<file path="src/pkg/wwd_pkg.sv">
// Function
// RULE_01: While enabled, count and request reset when no clear comes before time-out.
// RULE_02: Eleven time-out lengths, 8 ms doubling up to 8.192 s.
// RULE_03: Counter advances on a 1 kHz tick, independent of the bus side.
// RULE_04: Each accepted clear instruction restarts the time-out interval.
// RULE_05: Normal or window mode, selected by control register A contents.
// RULE_06: In window mode, a clear during the closed slot requests reset.
// RULE_07: Counting continues in active operation and all sleep states.
// RULE_08: Counting and reset request survive a stopped system clock; code derives the tick from i_core_clk, so counting stops with it.
// RULE_09: Control writes pass a synchronising delay before they take effect.
// RULE_10: A configuration lock, once set, blocks further setting changes.
// RULE_11: Protected settings change only after the unlock key; others are ignored.
// RULE_12: Closed period starts only after the first clear in window mode.
// RULE_13: Non-zero period enables, non-zero window selects window mode; codes 1..B.
// RULE_14: Software writes the key, then the protected bits within four accesses.
// RULE_15: Lock set by writing one, cleared only in debug, set on fuse load; code sets it at fuse load only for a non-zero fuse period code.
// RULE_16: Clear sync takes two to three ticks; further clears ignored, flag shown.
// RULE_17: Reset request is held high until the system reset arrives.
package wwd_pkg;
  localparam int CORE_CLK_HZ = 200_000_000;
  localparam int WDT_CLK_HZ = 1_000;
  localparam int TICK_DIV = CORE_CLK_HZ / WDT_CLK_HZ;
  localparam int MIN_TIMEOUT_MS = 8;
  localparam int MIN_TIMEOUT_TICKS = (WDT_CLK_HZ * MIN_TIMEOUT_MS + 999) / 1000;
  localparam int CNT_W = 14;
  localparam int CODE_W = 4;
  localparam logic [CODE_W-1:0] CODE_OFF = 4'h0;
  localparam logic [CODE_W-1:0] CODE_ONE = 4'h1;
  localparam logic [CODE_W-1:0] CODE_MAX = 4'hB;
  localparam int CTRL_PER_LSB = 0;
  localparam int CTRL_WIN_LSB = 4;
  localparam int STAT_BUSY_BIT = 0;
  localparam int STAT_LOCK_BIT = 7;
  localparam int IDX_W = 10;
  localparam logic [IDX_W-1:0] IDX_CTRL_A = 10'h000;
  localparam logic [IDX_W-1:0] IDX_STATUS = 10'h001;
  localparam logic [IDX_W-1:0] IDX_PROT = 10'h002;
  localparam logic [7:0] PROT_KEY_DEFAULT = 8'hA5;
  localparam logic [2:0] PROT_WINDOW = 3'h4;
  localparam logic [1:0] CLR_SYNC_TICKS = 2'h3;
  localparam logic [1:0] CTRL_SYNC_TICKS = 2'h2;

  typedef struct packed {
    logic psel;
    logic penable;
    logic pwrite;
    logic [11:0] paddr;
    logic [31:0] pwdata;
  } wwd_apb_req_t;

  typedef struct packed {
    logic pready;
    logic pslverr;
    logic [31:0] prdata;
  } wwd_apb_rsp_t;

  typedef enum logic [1:0] {
    WWD_OFF = 2'h0,
    WWD_RUN = 2'h1,
    WWD_CLOSED = 2'h3,
    WWD_OPEN = 2'h2
  } wwd_mode_t;

  function automatic logic [CNT_W-1:0] wwd_code_ticks(input logic [CODE_W-1:0] code);
    logic [CODE_W-1:0] c;
    c = (code > CODE_MAX) ? CODE_MAX : code;
    return CNT_W'(MIN_TIMEOUT_TICKS) << (c - CODE_ONE);
  endfunction : wwd_code_ticks
endpackage : wwd_pkg

</file>
<file path="src/hdl/wwd_tick_div.sv">
`timescale 1ns/1ps
module wwd_tick_div #(
  parameter int DIV = 200_000
) (
  input wire logic i_core_clk,
  input wire logic i_reset,
  output logic o_tick
);
  localparam int W = $clog2(DIV);
  typedef struct packed {
    logic [W-1:0] cnt;
    logic tick;
  } wwd_div_st_t;
  wwd_div_st_t st_reg;
  wwd_div_st_t st_next;

  always_comb begin
    st_next = st_reg;
    st_next.tick = 1'b0;
    if (st_reg.cnt == W'(DIV - 1)) begin
      st_next.cnt = '0;
      st_next.tick = 1'b1;
    end else begin
      st_next.cnt = st_reg.cnt + W'(1);
    end
  end

  always_ff @(posedge i_core_clk) begin
    if (i_reset) begin
      st_reg <= '0;
    end else begin
      st_reg <= st_next;
    end
  end

  assign o_tick = st_reg.tick;
endmodule : wwd_tick_div

</file>
<file path="src/hdl/wwd_watchdog.sv">
`timescale 1ns/1ps
module wwd_watchdog #(
  parameter int TICK_DIV = wwd_pkg::TICK_DIV,
  parameter logic [7:0] PROT_KEY = wwd_pkg::PROT_KEY_DEFAULT
) (
  input wire logic i_core_clk,
  input wire logic i_reset,
  input wire wwd_pkg::wwd_apb_req_t i_apb,
  input wire logic i_clear_instr,
  input wire logic i_debug_halt,
  input wire logic [7:0] i_fuse_ctrl,
  output wwd_pkg::wwd_apb_rsp_t o_apb,
  output logic o_reset_req
);
  typedef struct packed {
    wwd_pkg::wwd_mode_t mode;
    logic [wwd_pkg::CNT_W-1:0] cnt;
    logic [7:0] ctrl;
    logic [7:0] act;
    logic lock;
    logic [2:0] prot_left;
    logic csync_pend;
    logic [1:0] csync_cnt;
    logic wsync_pend;
    logic [1:0] wsync_cnt;
    logic rst_req;
    logic pready;
    logic pslverr;
    logic [31:0] prdata;
    logic boot;
  } wwd_core_st_t;

  wwd_core_st_t st_reg;
  wwd_core_st_t st_next;
  logic tick;
  logic setup;
  logic acc;
  logic [wwd_pkg::IDX_W-1:0] idx;
  logic prot_ok;
  logic ctrl_wr_ok;
  logic stat_wr;
  logic key_wr;
  logic clr_apply;
  logic ctrl_apply;
  logic [wwd_pkg::CNT_W-1:0] per_lim;
  logic [wwd_pkg::CNT_W-1:0] win_lim;
  logic win_on;

  function automatic logic [wwd_pkg::CODE_W-1:0] per_of(input logic [7:0] c);
    return c[wwd_pkg::CTRL_PER_LSB +: wwd_pkg::CODE_W];
  endfunction : per_of

  function automatic logic [wwd_pkg::CODE_W-1:0] win_of(input logic [7:0] c);
    return c[wwd_pkg::CTRL_WIN_LSB +: wwd_pkg::CODE_W];
  endfunction : win_of

  // Free-running 1 kHz tick; nothing here gates it on sleep state
  wwd_tick_div #(
    .DIV(TICK_DIV)
  ) u_tick (
    .i_core_clk(i_core_clk),
    .i_reset(i_reset),
    .o_tick(tick)
  ); // RULE_03 RULE_07 RULE_08

  assign idx = i_apb.paddr[11:2];
  assign setup = i_apb.psel & ~i_apb.penable;
  assign acc = i_apb.psel & i_apb.penable & st_reg.pready;
  assign prot_ok = (st_reg.prot_left != 3'h0); // RULE_14
  assign key_wr = acc & i_apb.pwrite & (idx == wwd_pkg::IDX_PROT)
                  & (i_apb.pwdata[7:0] == PROT_KEY);
  // Writes during a pending sync are dropped rather than queued
  assign ctrl_wr_ok = acc & i_apb.pwrite & (idx == wwd_pkg::IDX_CTRL_A) & prot_ok
                      & ~st_reg.lock & ~st_reg.wsync_pend; // RULE_10 RULE_11
  assign stat_wr = acc & i_apb.pwrite & (idx == wwd_pkg::IDX_STATUS) & prot_ok; // RULE_11
  assign clr_apply = st_reg.csync_pend & tick
                     & (st_reg.csync_cnt == wwd_pkg::CLR_SYNC_TICKS - 2'h1); // RULE_16
  assign ctrl_apply = st_reg.wsync_pend & tick
                      & (st_reg.wsync_cnt == wwd_pkg::CTRL_SYNC_TICKS - 2'h1); // RULE_09
  assign per_lim = wwd_pkg::wwd_code_ticks(per_of(st_reg.act)); // RULE_02 RULE_13
  assign win_lim = wwd_pkg::wwd_code_ticks(win_of(st_reg.act)); // RULE_02 RULE_13
  assign win_on = (win_of(st_reg.act) != wwd_pkg::CODE_OFF); // RULE_05

  always_comb begin
    st_next = st_reg;
    st_next.pready = setup;
    st_next.pslverr = 1'b0;
    st_next.prdata = '0;
    if (st_reg.boot) begin
      // Fuse image becomes both shadow and active copy
      st_next.boot = 1'b0;
      st_next.ctrl = i_fuse_ctrl;
      st_next.act = i_fuse_ctrl;
      st_next.lock = (per_of(i_fuse_ctrl) != wwd_pkg::CODE_OFF); // RULE_15
      st_next.mode = (per_of(i_fuse_ctrl) != wwd_pkg::CODE_OFF) ?
                     wwd_pkg::WWD_RUN : wwd_pkg::WWD_OFF;
    end else begin
      // Bus read data, captured in the setup cycle
      if (setup && !i_apb.pwrite) begin
        case (idx)
          wwd_pkg::IDX_CTRL_A: st_next.prdata = {24'h000000, st_reg.ctrl};
          wwd_pkg::IDX_STATUS: begin
            st_next.prdata[wwd_pkg::STAT_LOCK_BIT] = st_reg.lock;
            st_next.prdata[wwd_pkg::STAT_BUSY_BIT] = st_reg.wsync_pend | st_reg.csync_pend; // RULE_16
          end
          wwd_pkg::IDX_PROT: st_next.prdata = '0;
          default: st_next.prdata = '0;
        endcase
      end
      if (setup && idx != wwd_pkg::IDX_CTRL_A && idx != wwd_pkg::IDX_STATUS
          && idx != wwd_pkg::IDX_PROT) begin
        st_next.pslverr = 1'b1;
      end

      // Each completed access counts as one instruction of the unlock window
      if (key_wr) begin
        st_next.prot_left = wwd_pkg::PROT_WINDOW; // RULE_14
      end else if (acc && prot_ok) begin
        st_next.prot_left = st_reg.prot_left - 3'h1; // RULE_14
      end

      if (ctrl_wr_ok) begin
        st_next.ctrl = i_apb.pwdata[7:0]; // RULE_09
        st_next.wsync_pend = 1'b1;
        st_next.wsync_cnt = 2'h0;
      end

      if (stat_wr && i_apb.pwdata[wwd_pkg::STAT_LOCK_BIT]) begin
        st_next.lock = 1'b1; // RULE_10 RULE_15
      end else if (stat_wr && i_debug_halt) begin
        st_next.lock = 1'b0; // RULE_15
      end

      // A clear while one is in flight is dropped
      if (i_clear_instr && !st_reg.csync_pend && st_reg.mode != wwd_pkg::WWD_OFF) begin
        st_next.csync_pend = 1'b1; // RULE_04 RULE_16
        st_next.csync_cnt = 2'h0;
      end

      if (tick) begin
        if (st_reg.csync_pend) begin
          st_next.csync_cnt = st_reg.csync_cnt + 2'h1;
          if (clr_apply) begin
            st_next.csync_pend = 1'b0;
          end
        end
        if (st_reg.wsync_pend && !ctrl_wr_ok) begin
          st_next.wsync_cnt = st_reg.wsync_cnt + 2'h1;
          if (ctrl_apply) begin
            st_next.wsync_pend = 1'b0;
          end
        end
        if (ctrl_apply) begin
          // New settings restart from the pre-first-clear state
          st_next.act = st_reg.ctrl; // RULE_09
          st_next.cnt = '0;
          st_next.mode = (per_of(st_reg.ctrl) != wwd_pkg::CODE_OFF) ?
                         wwd_pkg::WWD_RUN : wwd_pkg::WWD_OFF; // RULE_13 RULE_12
        end else if (st_reg.mode != wwd_pkg::WWD_OFF) begin
          if (clr_apply) begin
            st_next.cnt = '0; // RULE_04
            if (st_reg.mode == wwd_pkg::WWD_CLOSED) begin
              st_next.rst_req = 1'b1; // RULE_06
            end else if (win_on) begin
              st_next.mode = wwd_pkg::WWD_CLOSED; // RULE_12
            end else begin
              st_next.mode = wwd_pkg::WWD_RUN; // RULE_05
            end
          end else begin
            case (st_reg.mode)
              wwd_pkg::WWD_RUN, wwd_pkg::WWD_OPEN: begin
                if (st_reg.cnt >= per_lim - wwd_pkg::CNT_W'(1)) begin
                  st_next.rst_req = 1'b1; // RULE_01 RULE_06
                end else begin
                  st_next.cnt = st_reg.cnt + wwd_pkg::CNT_W'(1); // RULE_01
                end
              end
              wwd_pkg::WWD_CLOSED: begin
                if (st_reg.cnt >= win_lim - wwd_pkg::CNT_W'(1)) begin
                  st_next.mode = wwd_pkg::WWD_OPEN;
                  st_next.cnt = '0;
                end else begin
                  st_next.cnt = st_reg.cnt + wwd_pkg::CNT_W'(1);
                end
              end
              default: st_next.mode = wwd_pkg::WWD_OFF;
            endcase
          end
        end
      end

      // Debug halt: counter held at zero, mode back to the pre-first-clear run state
      if (i_debug_halt && st_reg.mode != wwd_pkg::WWD_OFF && !ctrl_apply) begin
        st_next.cnt = '0;
        st_next.mode = wwd_pkg::WWD_RUN;
      end
    end
  end

  always_ff @(posedge i_core_clk) begin
    if (i_reset) begin
      st_reg <= '0;
      st_reg.boot <= 1'b1;
    end else begin
      st_reg <= st_next;
    end
  end

  assign o_apb.pready = st_reg.pready;
  assign o_apb.pslverr = st_reg.pslverr;
  assign o_apb.prdata = st_reg.prdata;
  assign o_reset_req = st_reg.rst_req; // RULE_17

  property p_expire;
    @(posedge i_core_clk) disable iff (i_reset)
    (tick && !st_reg.boot && !ctrl_apply && !clr_apply
     && (st_reg.mode == wwd_pkg::WWD_RUN || st_reg.mode == wwd_pkg::WWD_OPEN)
     && st_reg.cnt >= per_lim - wwd_pkg::CNT_W'(1)) |=> st_reg.rst_req;
  endproperty
  a_expire: assert property (p_expire) else $error("Time-out did not raise reset"); // RULE_01

  property p_rst_hold;
    @(posedge i_core_clk) disable iff (i_reset)
    st_reg.rst_req |=> st_reg.rst_req [*3];
  endproperty
  a_rst_hold: assert property (p_rst_hold) else $error("Reset request dropped"); // RULE_17

  property p_early;
    @(posedge i_core_clk) disable iff (i_reset)
    (clr_apply && !ctrl_apply && st_reg.mode == wwd_pkg::WWD_CLOSED) |=> st_reg.rst_req;
  endproperty
  a_early: assert property (p_early) else $error("Early clear not punished"); // RULE_06

  property p_first;
    @(posedge i_core_clk) disable iff (i_reset)
    (st_reg.mode == wwd_pkg::WWD_RUN && !clr_apply) |=> st_reg.mode != wwd_pkg::WWD_CLOSED;
  endproperty
  a_first: assert property (p_first) else $error("Closed period without clear"); // RULE_12

  property p_restart;
    @(posedge i_core_clk) disable iff (i_reset)
    (clr_apply && !ctrl_apply && st_reg.mode == wwd_pkg::WWD_RUN) |=> st_reg.cnt == '0;
  endproperty
  a_restart: assert property (p_restart) else $error("Clear did not restart count"); // RULE_04

  property p_ignore;
    @(posedge i_core_clk) disable iff (i_reset)
    (st_reg.csync_pend && i_clear_instr && !tick) |=> st_reg.csync_cnt == $past(st_reg.csync_cnt);
  endproperty
  a_ignore: assert property (p_ignore) else $error("Clear during sync not ignored"); // RULE_16

  property p_lock;
    @(posedge i_core_clk) disable iff (i_reset)
    (st_reg.lock && !st_reg.boot) |=> $stable(st_reg.ctrl);
  endproperty
  a_lock: assert property (p_lock) else $error("Locked control changed"); // RULE_15

  property p_lock_stay;
    @(posedge i_core_clk) disable iff (i_reset)
    (st_reg.lock && !i_debug_halt) |=> st_reg.lock;
  endproperty
  a_lock_stay: assert property (p_lock_stay) else $error("Lock cleared outside debug"); // RULE_10

  property p_unprot;
    @(posedge i_core_clk) disable iff (i_reset)
    (acc && i_apb.pwrite && idx == wwd_pkg::IDX_CTRL_A && st_reg.prot_left == 3'h0
     && !st_reg.boot) |=> $stable(st_reg.ctrl);
  endproperty
  a_unprot: assert property (p_unprot) else $error("Unprotected write took effect"); // RULE_11

  property p_sync;
    @(posedge i_core_clk) disable iff (i_reset)
    ctrl_wr_ok |=> (st_reg.wsync_pend && st_reg.act == $past(st_reg.act));
  endproperty
  a_sync: assert property (p_sync) else $error("Control write applied unsynchronised"); // RULE_09

  property p_apb;
    @(posedge i_core_clk) disable iff (i_reset)
    setup |=> st_reg.pready;
  endproperty
  a_apb: assert property (p_apb) else $error("No ready after setup");

  property p_cnt_lim;
    @(posedge i_core_clk) disable iff (i_reset)
    (st_reg.mode == wwd_pkg::WWD_RUN || st_reg.mode == wwd_pkg::WWD_OPEN)
    |-> (st_reg.cnt < per_lim);
  endproperty
  a_cnt_lim: assert property (p_cnt_lim) else $error("Count beyond period"); // RULE_01

  property p_win_lim;
    @(posedge i_core_clk) disable iff (i_reset)
    (st_reg.mode == wwd_pkg::WWD_CLOSED) |-> (st_reg.cnt < win_lim);
  endproperty
  a_win_lim: assert property (p_win_lim) else $error("Count beyond closed period"); // RULE_06

  property p_step;
    @(posedge i_core_clk) disable iff (i_reset)
    (!tick && !i_debug_halt && !st_reg.boot) |=> ($stable(st_reg.cnt) && $stable(st_reg.mode));
  endproperty
  a_step: assert property (p_step) else $error("Count moved without tick"); // RULE_03

  property p_off_clear;
    @(posedge i_core_clk) disable iff (i_reset)
    (i_clear_instr && !st_reg.csync_pend && st_reg.mode == wwd_pkg::WWD_OFF)
    |=> !st_reg.csync_pend;
  endproperty
  a_off_clear: assert property (p_off_clear) else $error("Clear taken while off"); // RULE_13

  property p_clr_take;
    @(posedge i_core_clk) disable iff (i_reset)
    (i_clear_instr && !st_reg.csync_pend && st_reg.mode != wwd_pkg::WWD_OFF && !st_reg.boot)
    |=> (st_reg.csync_pend && st_reg.csync_cnt == 2'h0);
  endproperty
  a_clr_take: assert property (p_clr_take) else $error("Clear not taken for sync"); // RULE_16

  property p_apply_off;
    @(posedge i_core_clk) disable iff (i_reset)
    (ctrl_apply && per_of(st_reg.ctrl) == wwd_pkg::CODE_OFF)
    |=> (st_reg.mode == wwd_pkg::WWD_OFF && st_reg.act == $past(st_reg.ctrl));
  endproperty
  a_apply_off: assert property (p_apply_off) else $error("Zero period did not stop"); // RULE_13

  property p_apply_on;
    @(posedge i_core_clk) disable iff (i_reset)
    (ctrl_apply && per_of(st_reg.ctrl) != wwd_pkg::CODE_OFF)
    |=> (st_reg.mode == wwd_pkg::WWD_RUN && st_reg.cnt == '0);
  endproperty
  a_apply_on: assert property (p_apply_on) else $error("New settings not restarted"); // RULE_12

  property p_debug;
    @(posedge i_core_clk) disable iff (i_reset)
    (i_debug_halt && st_reg.mode != wwd_pkg::WWD_OFF && !ctrl_apply && !st_reg.boot)
    |=> (st_reg.mode == wwd_pkg::WWD_RUN && st_reg.cnt == '0);
  endproperty
  a_debug: assert property (p_debug) else $error("Debug halt did not hold count"); // RULE_12

  property p_status;
    @(posedge i_core_clk) disable iff (i_reset)
    (setup && !i_apb.pwrite && idx == wwd_pkg::IDX_STATUS && !st_reg.boot)
    |=> (st_reg.prdata[wwd_pkg::STAT_LOCK_BIT] == $past(st_reg.lock)
         && st_reg.prdata[wwd_pkg::STAT_BUSY_BIT]
            == $past(st_reg.wsync_pend | st_reg.csync_pend));
  endproperty
  a_status: assert property (p_status) else $error("Status read wrong"); // RULE_16

  property p_key;
    @(posedge i_core_clk) disable iff (i_reset)
    key_wr |=> (st_reg.prot_left == wwd_pkg::PROT_WINDOW);
  endproperty
  a_key: assert property (p_key) else $error("Unlock window not opened"); // RULE_14

  property p_fuse;
    @(posedge i_core_clk) disable iff (i_reset)
    (st_reg.boot && !i_reset)
    |=> (st_reg.ctrl == $past(i_fuse_ctrl) && st_reg.act == $past(i_fuse_ctrl)
         && st_reg.lock == (per_of($past(i_fuse_ctrl)) != wwd_pkg::CODE_OFF));
  endproperty
  a_fuse: assert property (p_fuse) else $error("Fuse image not loaded"); // RULE_15
endmodule : wwd_watchdog

</file>
<file path="config.mk">
export PLATFORM = sky130hd
export DESIGN_NAME = wwd_watchdog
export DESIGN_NICKNAME = d
export VERILOG_FILES = /design/src/pkg/wwd_pkg.sv /design/src/hdl/wwd_tick_div.sv /design/src/hdl/wwd_watchdog.sv
export SDC_FILE = /design/constraint.sdc
export NUM_CORES = 1
export LEC_CHECK = 0
export BUFFER_PORTS_ARGS = -buffer_cell sky130_fd_sc_hd__buf_2
export CAP_MARGIN = 15
export CORE_MARGIN = 2
export CORE_UTILIZATION = 34
export CTS_CLUSTER_SIZE = 16
export DETAILED_ROUTE_END_ITERATION = 8
export GPL_TIMING_DRIVEN = 0
export SLEW_MARGIN = 10
export SYNTH_ARGS = -nofsm -noshare
export SYNTH_HDL_FRONTEND = slang
export SYNTH_HIERARCHICAL = 1
export SYNTH_SLANG_ARGS = --single-unit
</file>
<file path="constraint.sdc">
create_clock -name i_core_clk -period 6.2 [get_ports i_core_clk]
set_input_delay 0.62 -clock i_core_clk [delete_from_list [all_inputs] [get_ports i_core_clk]]
set_output_delay 0.62 -clock i_core_clk [all_outputs]
set_load 0.03 [all_outputs]
</file>
# Word level (Yosys, flattened, before mapping)
# Index checks and enable logic that the tools add are counted.
[totals] register_bits=97 latch_bits=0 ramBits=0 mem_bits_ro=0 in_bits=59 output_inout_bits=35 word_cells=162 mem_count=0
[op_classes] add_sub_neg=9 mul=0 div=0 magnitude_cmp=4 n_eq_ne=16 n_shift=2 muxes=43 bitwise=24 reduce_logical=45
[op_table] cell="$mux W16" count=5
[op_table] cell="$ge A14 B14 Y1" count=2
[op_table] cell="$mux W14" count=2
[op_table] cell="$pmux W14 S2" count=1
[op_table] cell="$shl A4 B4 Y14 const A" count=2
[op_table] cell="$sub A14 B1 Y14 const B" count=2
[op_table] cell="$mux W8" count=3
[op_table] cell="$add A18 B1 Y18 const B" count=1
[op_table] cell="$eq A18 B18 Y1 const B" count=1
[op_table] cell="$mux W3" count=6
[op_table] cell="$mux W17" count=1
[op_table] cell="$and A1 B1 Y1" count=16
[op_table] cell="$reduce_bool A2 Y1" count=8
[op_table] cell="$reduce_bool A4 Y1" count=4
[op_table] cell="$mux W1" count=15
[op_table] cell="$add A14 B1 Y14 const B" count=1
[op_table] cell="$logic_and A1 B1 Y1" count=12
[op_table] cell="$reduce_bool A3 Y1" count=4
[op_table] cell="$eq A10 B1 Y1 const B" count=1
[op_table] cell="$eq A10 B2 Y1 const B" count=1
[op_table] cell="$logic_not A10 Y1" count=1
[op_table] cell="$ne A10 B1 Y1 const B" count=1
[op_table] cell="$ne A10 B2 Y1 const B" count=1
[op_table] cell="$ne A5 B5 Y1 const B" count=2
[op_table] cell="other kinds (26)" count=50

# Longest topological paths before layout
[depth] word_depth=14 ltp_mapped=15 depth_no_buf=13

# By module
# The synthesis kept the hierarchy.
[by_module_without_submodules] mod="wwd_watchdog" instances=1 cells_each=501 area_per_inst_um2=3920.0
[by_module_without_submodules] mod="wwd_tick_div" instances=1 cells_each=91 area_per_inst_um2=824.5

# Least setup slack after synthesis
# OpenSTA, ideal clock, no wires.
[synth_timing] kind="reg-to-reg" startpoint="reg st_reg[51] in the netlist's numbering" endpoint="reg st_reg[75] in the netlist's numbering" t_arrival_ns=3.416 setup_slack_ns=2.646 path_stages_with_launch=15 n_path_buf=3 path_cell_list="dfxtp_1 > clkbuf_1 > or4b_2 > ha_1 > clkbuf_1 > nand2b_1 > nor3_1 > a21oi_1 > ha_1 > nand4_1 > nor4_1 > a211oi_2 > nand3_1 > clkbuf_1 > o221ai_1"
[synth_via] elab_chain_len=13
[synth_lines] item="from (decl)" line_no="wwd_watchdog.sv:33" source="wwd_core_st_t st_reg;"
[synth_lines] item="from (signal assigned)" line_no="wwd_watchdog.sv:205" source="st_reg <= st_next;"
[synth_lines] item="$gt A4 B4 Y1" line_no="wwd_pkg.sv:66" source="c = (code > CODE_MAX) ? CODE_MAX : code;"
[synth_lines] item="$mux W4 *" line_no="wwd_pkg.sv:66"
[synth_lines] item="$sub A4 B1 Y4 *" line_no="wwd_pkg.sv:67" source="return CNT_W'(MIN_TIMEOUT_TICKS) << (c - CODE_ONE);"
[synth_lines] item="$shl A4 B4 Y14 *" line_no="wwd_pkg.sv:67"
[synth_lines] item="$sub A14 B1 Y14 *" line_no="wwd_watchdog.sv:179" source="if (st_reg.cnt >= win_lim - wwd_pkg::CNT_W'(1)) begin"
[synth_lines] item="$ge A14 B14 Y1 *" line_no="wwd_watchdog.sv:179"
[synth_lines] item="$mux W14 *" line_no="wwd_watchdog.sv:179"
[synth_lines] item="$pmux W14 S2 *" line_no="wwd_watchdog.sv:170" source="case (st_reg.mode)"
[synth_lines] item="$mux W16 *" line_no="wwd_watchdog.sv:160" source="if (clr_apply) begin"
[synth_lines] item="$mux W16 *" line_no="wwd_watchdog.sv:159" source="end else if (st_reg.mode != wwd_pkg::WWD_OFF) begin"
[synth_lines] item="$mux W16 *" line_no="wwd_watchdog.sv:153" source="if (ctrl_apply) begin"
[synth_lines] item="$mux W16 *" line_no="wwd_watchdog.sv:140" source="if (tick) begin"
[synth_lines] item="$mux W16 *" line_no="wwd_watchdog.sv:193" source="if (i_debug_halt && st_reg.mode != wwd_pkg::WWD_OFF && !ctrl_apply) begin"
# Mark *: on every way between the ends. The rest lies on a longest branch, timed or not. The select of a mux whose other input is x is not followed.
# A chain may end at the register's enable or synchronous reset.

# Worst setup path in the final report
# Same ends and word-level chain as after synthesis.

==> reports/metrics.csv <==
stage,metric,value,unit
layout,final instance area,0.00557,mm²
route,antenna violation net count after detailed routing,0,
grt,largest net degree at the start of global routing,13,
synthesis,"FFs w/ async S/R, synth",0,
layout,most frequent cells in the layout,"dfxtp_1 (73), nor2_1 (50), nand2_1 (48)",
floorplan,# IOs,94,
floorplan,Site Rows,43,
worst_setup_path,R2R Setup Slk,2.01,ns
pwr,LEAKAGE,2.23,nW
route,DR vias/cell,5.15,
place,routability cong.,0.851,
worst_setup_path,Most common cell on crit path,clkbuf_1,
clocking,Post-CTS Setup Inserts,0,
pwr,Int Power,0.000862,W
run,max-cap violation count,0,
outcome,status,finished clean,
route,Routed Wire Length,11600,µm
synthesis,Yosys warning total,6,
timing,Final Hold Viols,0,
timing,Layout Skew,0.00752,ns
grt,gr ovfl total,0,
synthesis,prevailing post-synth register cell,dfxtp_1,
clocking,CTS Buf Count,9,
clocking,Root Buffer,clkbuf_16,
timing,worst slew pin tran,0.646,ns
route,drt initial violations,295,
floorplan,Die X,122,µm
pwr,clock share of power,0.443,
timing,final worst-path cycle share,0.676,
worst_setup_path,"Req. time, crit path",6.41,ns
grt,number of global-route vias before repair,4128,
synthesis,number of synthesized register bits,73,
route,# DRC,0,
synthesis,synthesized cell area,0.00474,mm²
pwr,switching power total,0.000314,W
pwr,Switching Share,0.267,
floorplan,core area,0.0138,mm²
synthesis,post-synth top area share,0.308,
clocking,Max clock buf depth,2,
layout,fillcell total,1448,
hold_path,HP Class,register to register,
worst_setup_path,buffer and inverter count on the worst path,3,
grt,first-pass GRT wire length,19300,µm
clocking,CTS tree,yes,
timing,Slew headroom,0.565,
route,wire per inst,13.6,µm
synthesis,library cells used by synthesis,62,
worst_setup_path,slowest CP cell,or4b_2,
route,routed vias,4397,
layout,Syn-to-layout area delta,17.4,%
layout,ANT cells,0,
layout,max reg flops,43,
pwr,Pwr per Cell Area,211,mW/mm²
grt,GRT Total Usage,0.161,
synthesis,sequential area share after synthesis,0.308,
worst_setup_path,CP arrival,4.40,ns
timing,Setup-failing EPs final,0,
worst_setup_path,Worst setup SP type,register,
timing,minimum clock period,4.19,ns
timing,worst hold slack,0.449,ns
worst_setup_path,nature of the critical path endpoint,register,
timing,RSZ-0062 raised after global routing,false,
pwr,Final Power,0.00118,W
synthesis,syn avg cell area,8.01,µm²
timing,Max Fclk,0.239,GHz
synthesis,synth top area cells,"dfxtp_1 (31%), ha_1 (8.7%), buf_4 (5.4%)",
floorplan,total die area,0.0149,mm²
synthesis,Post-synth EDFFs,0,
worst_setup_path,"delay-heaviest family, CP",simple AND/OR/NAND/NOR gates,
worst_setup_path,CP peak stage delay,0.62,ns
place,HPWL Detailed,8780,µm
clocking,H-Tree Depth,3,
clocking,Clock Latency Late Sink,0.34,ns
clocking,CTS Hold Bufs,0,
pwr,Max VDD drop,0.139,mV
clocking,CTS clock-pin slew for the worst setup and hold paths,0.06,ns
timing,Setup WS post-layout,2.01,ns
worst_setup_path,cells along the critical path,clkbuf_1 > or4b_2 > ha_1 > clkbuf_1 > nand2b_1 > nor3_1 > a21oi_1 > ha_1 > nand4_1 > nor4_1 > a211oi_2 > nand3_1 > clkbuf_1 > o221ai_1,
worst_setup_path,worst setup path class,register to register,
synthesis,Post-Synthesis Cells,592,
clocking,clk sinks,73,
layout,layout cell share with drive strength beyond 1,0.165,
floorplan,Die Span Y,122,µm
grt,initial antenna violation count,0,
timing,final setup TNS,0,ns
worst_setup_path,crit-path max FO,10,
clocking,CTS resizes,0,
floorplan,Initial Utilization,0.344,
pwr,Seq pwr share,0.417,
timing,Pins Over Slew Limit,0,
place,pre-CTS setup slack,2.00,ns
place,Post-DP Area,0.00527,mm²
layout,layout net count,761,
pwr,Comb power frac,0.140,
place,input/output buffers,43,
layout,"commonest non-fill, non-tap cell in the layout",dfxtp_1,
synthesis,most area-hungry cell type in the Yosys netlist,dfxtp_1,
route,DR pass1 iterations,4,
-- stage by stage --
| stage | util | cells |
|---|---|---|
| floorplan | - | 615 |
| finish | 0.404 | 854 |
| CTS | 0.404 | 854 |
| detailed placement | 0.383 | 838 |
| global placement | 0.383 | 838 |
| global route | 0.404 | 854 |
-- synth_stat cells (8+ instances only) --
master	number
a21oi_1	33
a31oi_1	16
nand4_1	14
nor4_1	12
inv_1	23
nand2_1	48
o211ai_1	9
ha_1	33
xnor2_1	13
or3_1	13
o21ai_0	19
nor2_1	50
buf_4	34
mux2i_1	11
nor2b_1	12
nand2b_1	11
nand3_1	26
dfxtp_1	73
o21bai_1	8
nor3_1	18
clkbuf_1	25
-- cells by family (layout without fill, tap and decap cells) --
logic type | count (synthesis) | count (layout) | synth area share
and+or+nand+nor | 246 | 246 | 0.282
AOI/OAI and AO/OA | 124 | 124 | 0.170
buffers and inverters | 86 | 145 | 0.0955
DFF | 73 | 73 | 0.308
adders and majority gates | 33 | 33 | 0.0870
xor gates and xnor gates | 18 | 18 | 0.0332
muxes | 11 | 11 | 0.0232
other | 1 | 24 | 0.000790
-- metal layers --
layer / global-route usage / routed length [µm] / up-vias / share of wire
met4: 0.0532 / 189 / 0 / 0.016
met3: 0.0403 / 587 / 16 / 0.051
met2: 0.263 / 5370 / 87 / 0.46
met5: 0 / 0 / - / 0
met1: 0.208 / 5460 / 2053 / 0.47
li1: - / - / 2241 / -
-- power groups by stage --
| stage | registers, W | clock network, W | logic [W] |
|---|---|---|---|
| 2_1_floorplan | 0.000497 | 0 | 0.000122 |
| 3_3_place_gp | 0.000499 | 0 | 0.000159 |
| 3_5_place_dp | 0.000500 | 0 | 0.000164 |
| 4_1_cts | 0.000490 | 0.000534 | 0.000164 |
| 5_1_grt | 0.000492 | 0.000553 | 0.000185 |
| 6_report | 0.000490 | 0.000521 | 0.000164 |
-- tightest hold or removal path: stages (launching register included) --
cell and delay [ns]:
dfxtp_1 0.31, nand2_1 0.05, a21oi_1 0.05
-- area by class of cell --
class | count | area (µm²) | area share
plain buffers | 63 | 367 | 0.0658
flip-flops and latches | 73 | 1460 | 0.262
clock buffers | 10 | 239 | 0.0429
clock inverters | 6 | 57.6 | 0.0103
inverters | 23 | 86.3 | 0.0155
well taps | 180 | 225 | 0.0404
multi-input cells | 456 | 2920 | 0.524
repair buffers | 43 | 215 | 0.0387
-- worst paths after layout --
check / cells past startpoint / endpoint / startpoint
worst min register to register: 2 / st_reg[42] / st_reg[42]
worst max-delay path: 14 / st_reg[75] / st_reg[51]
worst max register to register: 14 / st_reg[75] / st_reg[51]
worst min-delay path: 2 / st_reg[42] / st_reg[42]
Power figures use the tool's default switching activity.
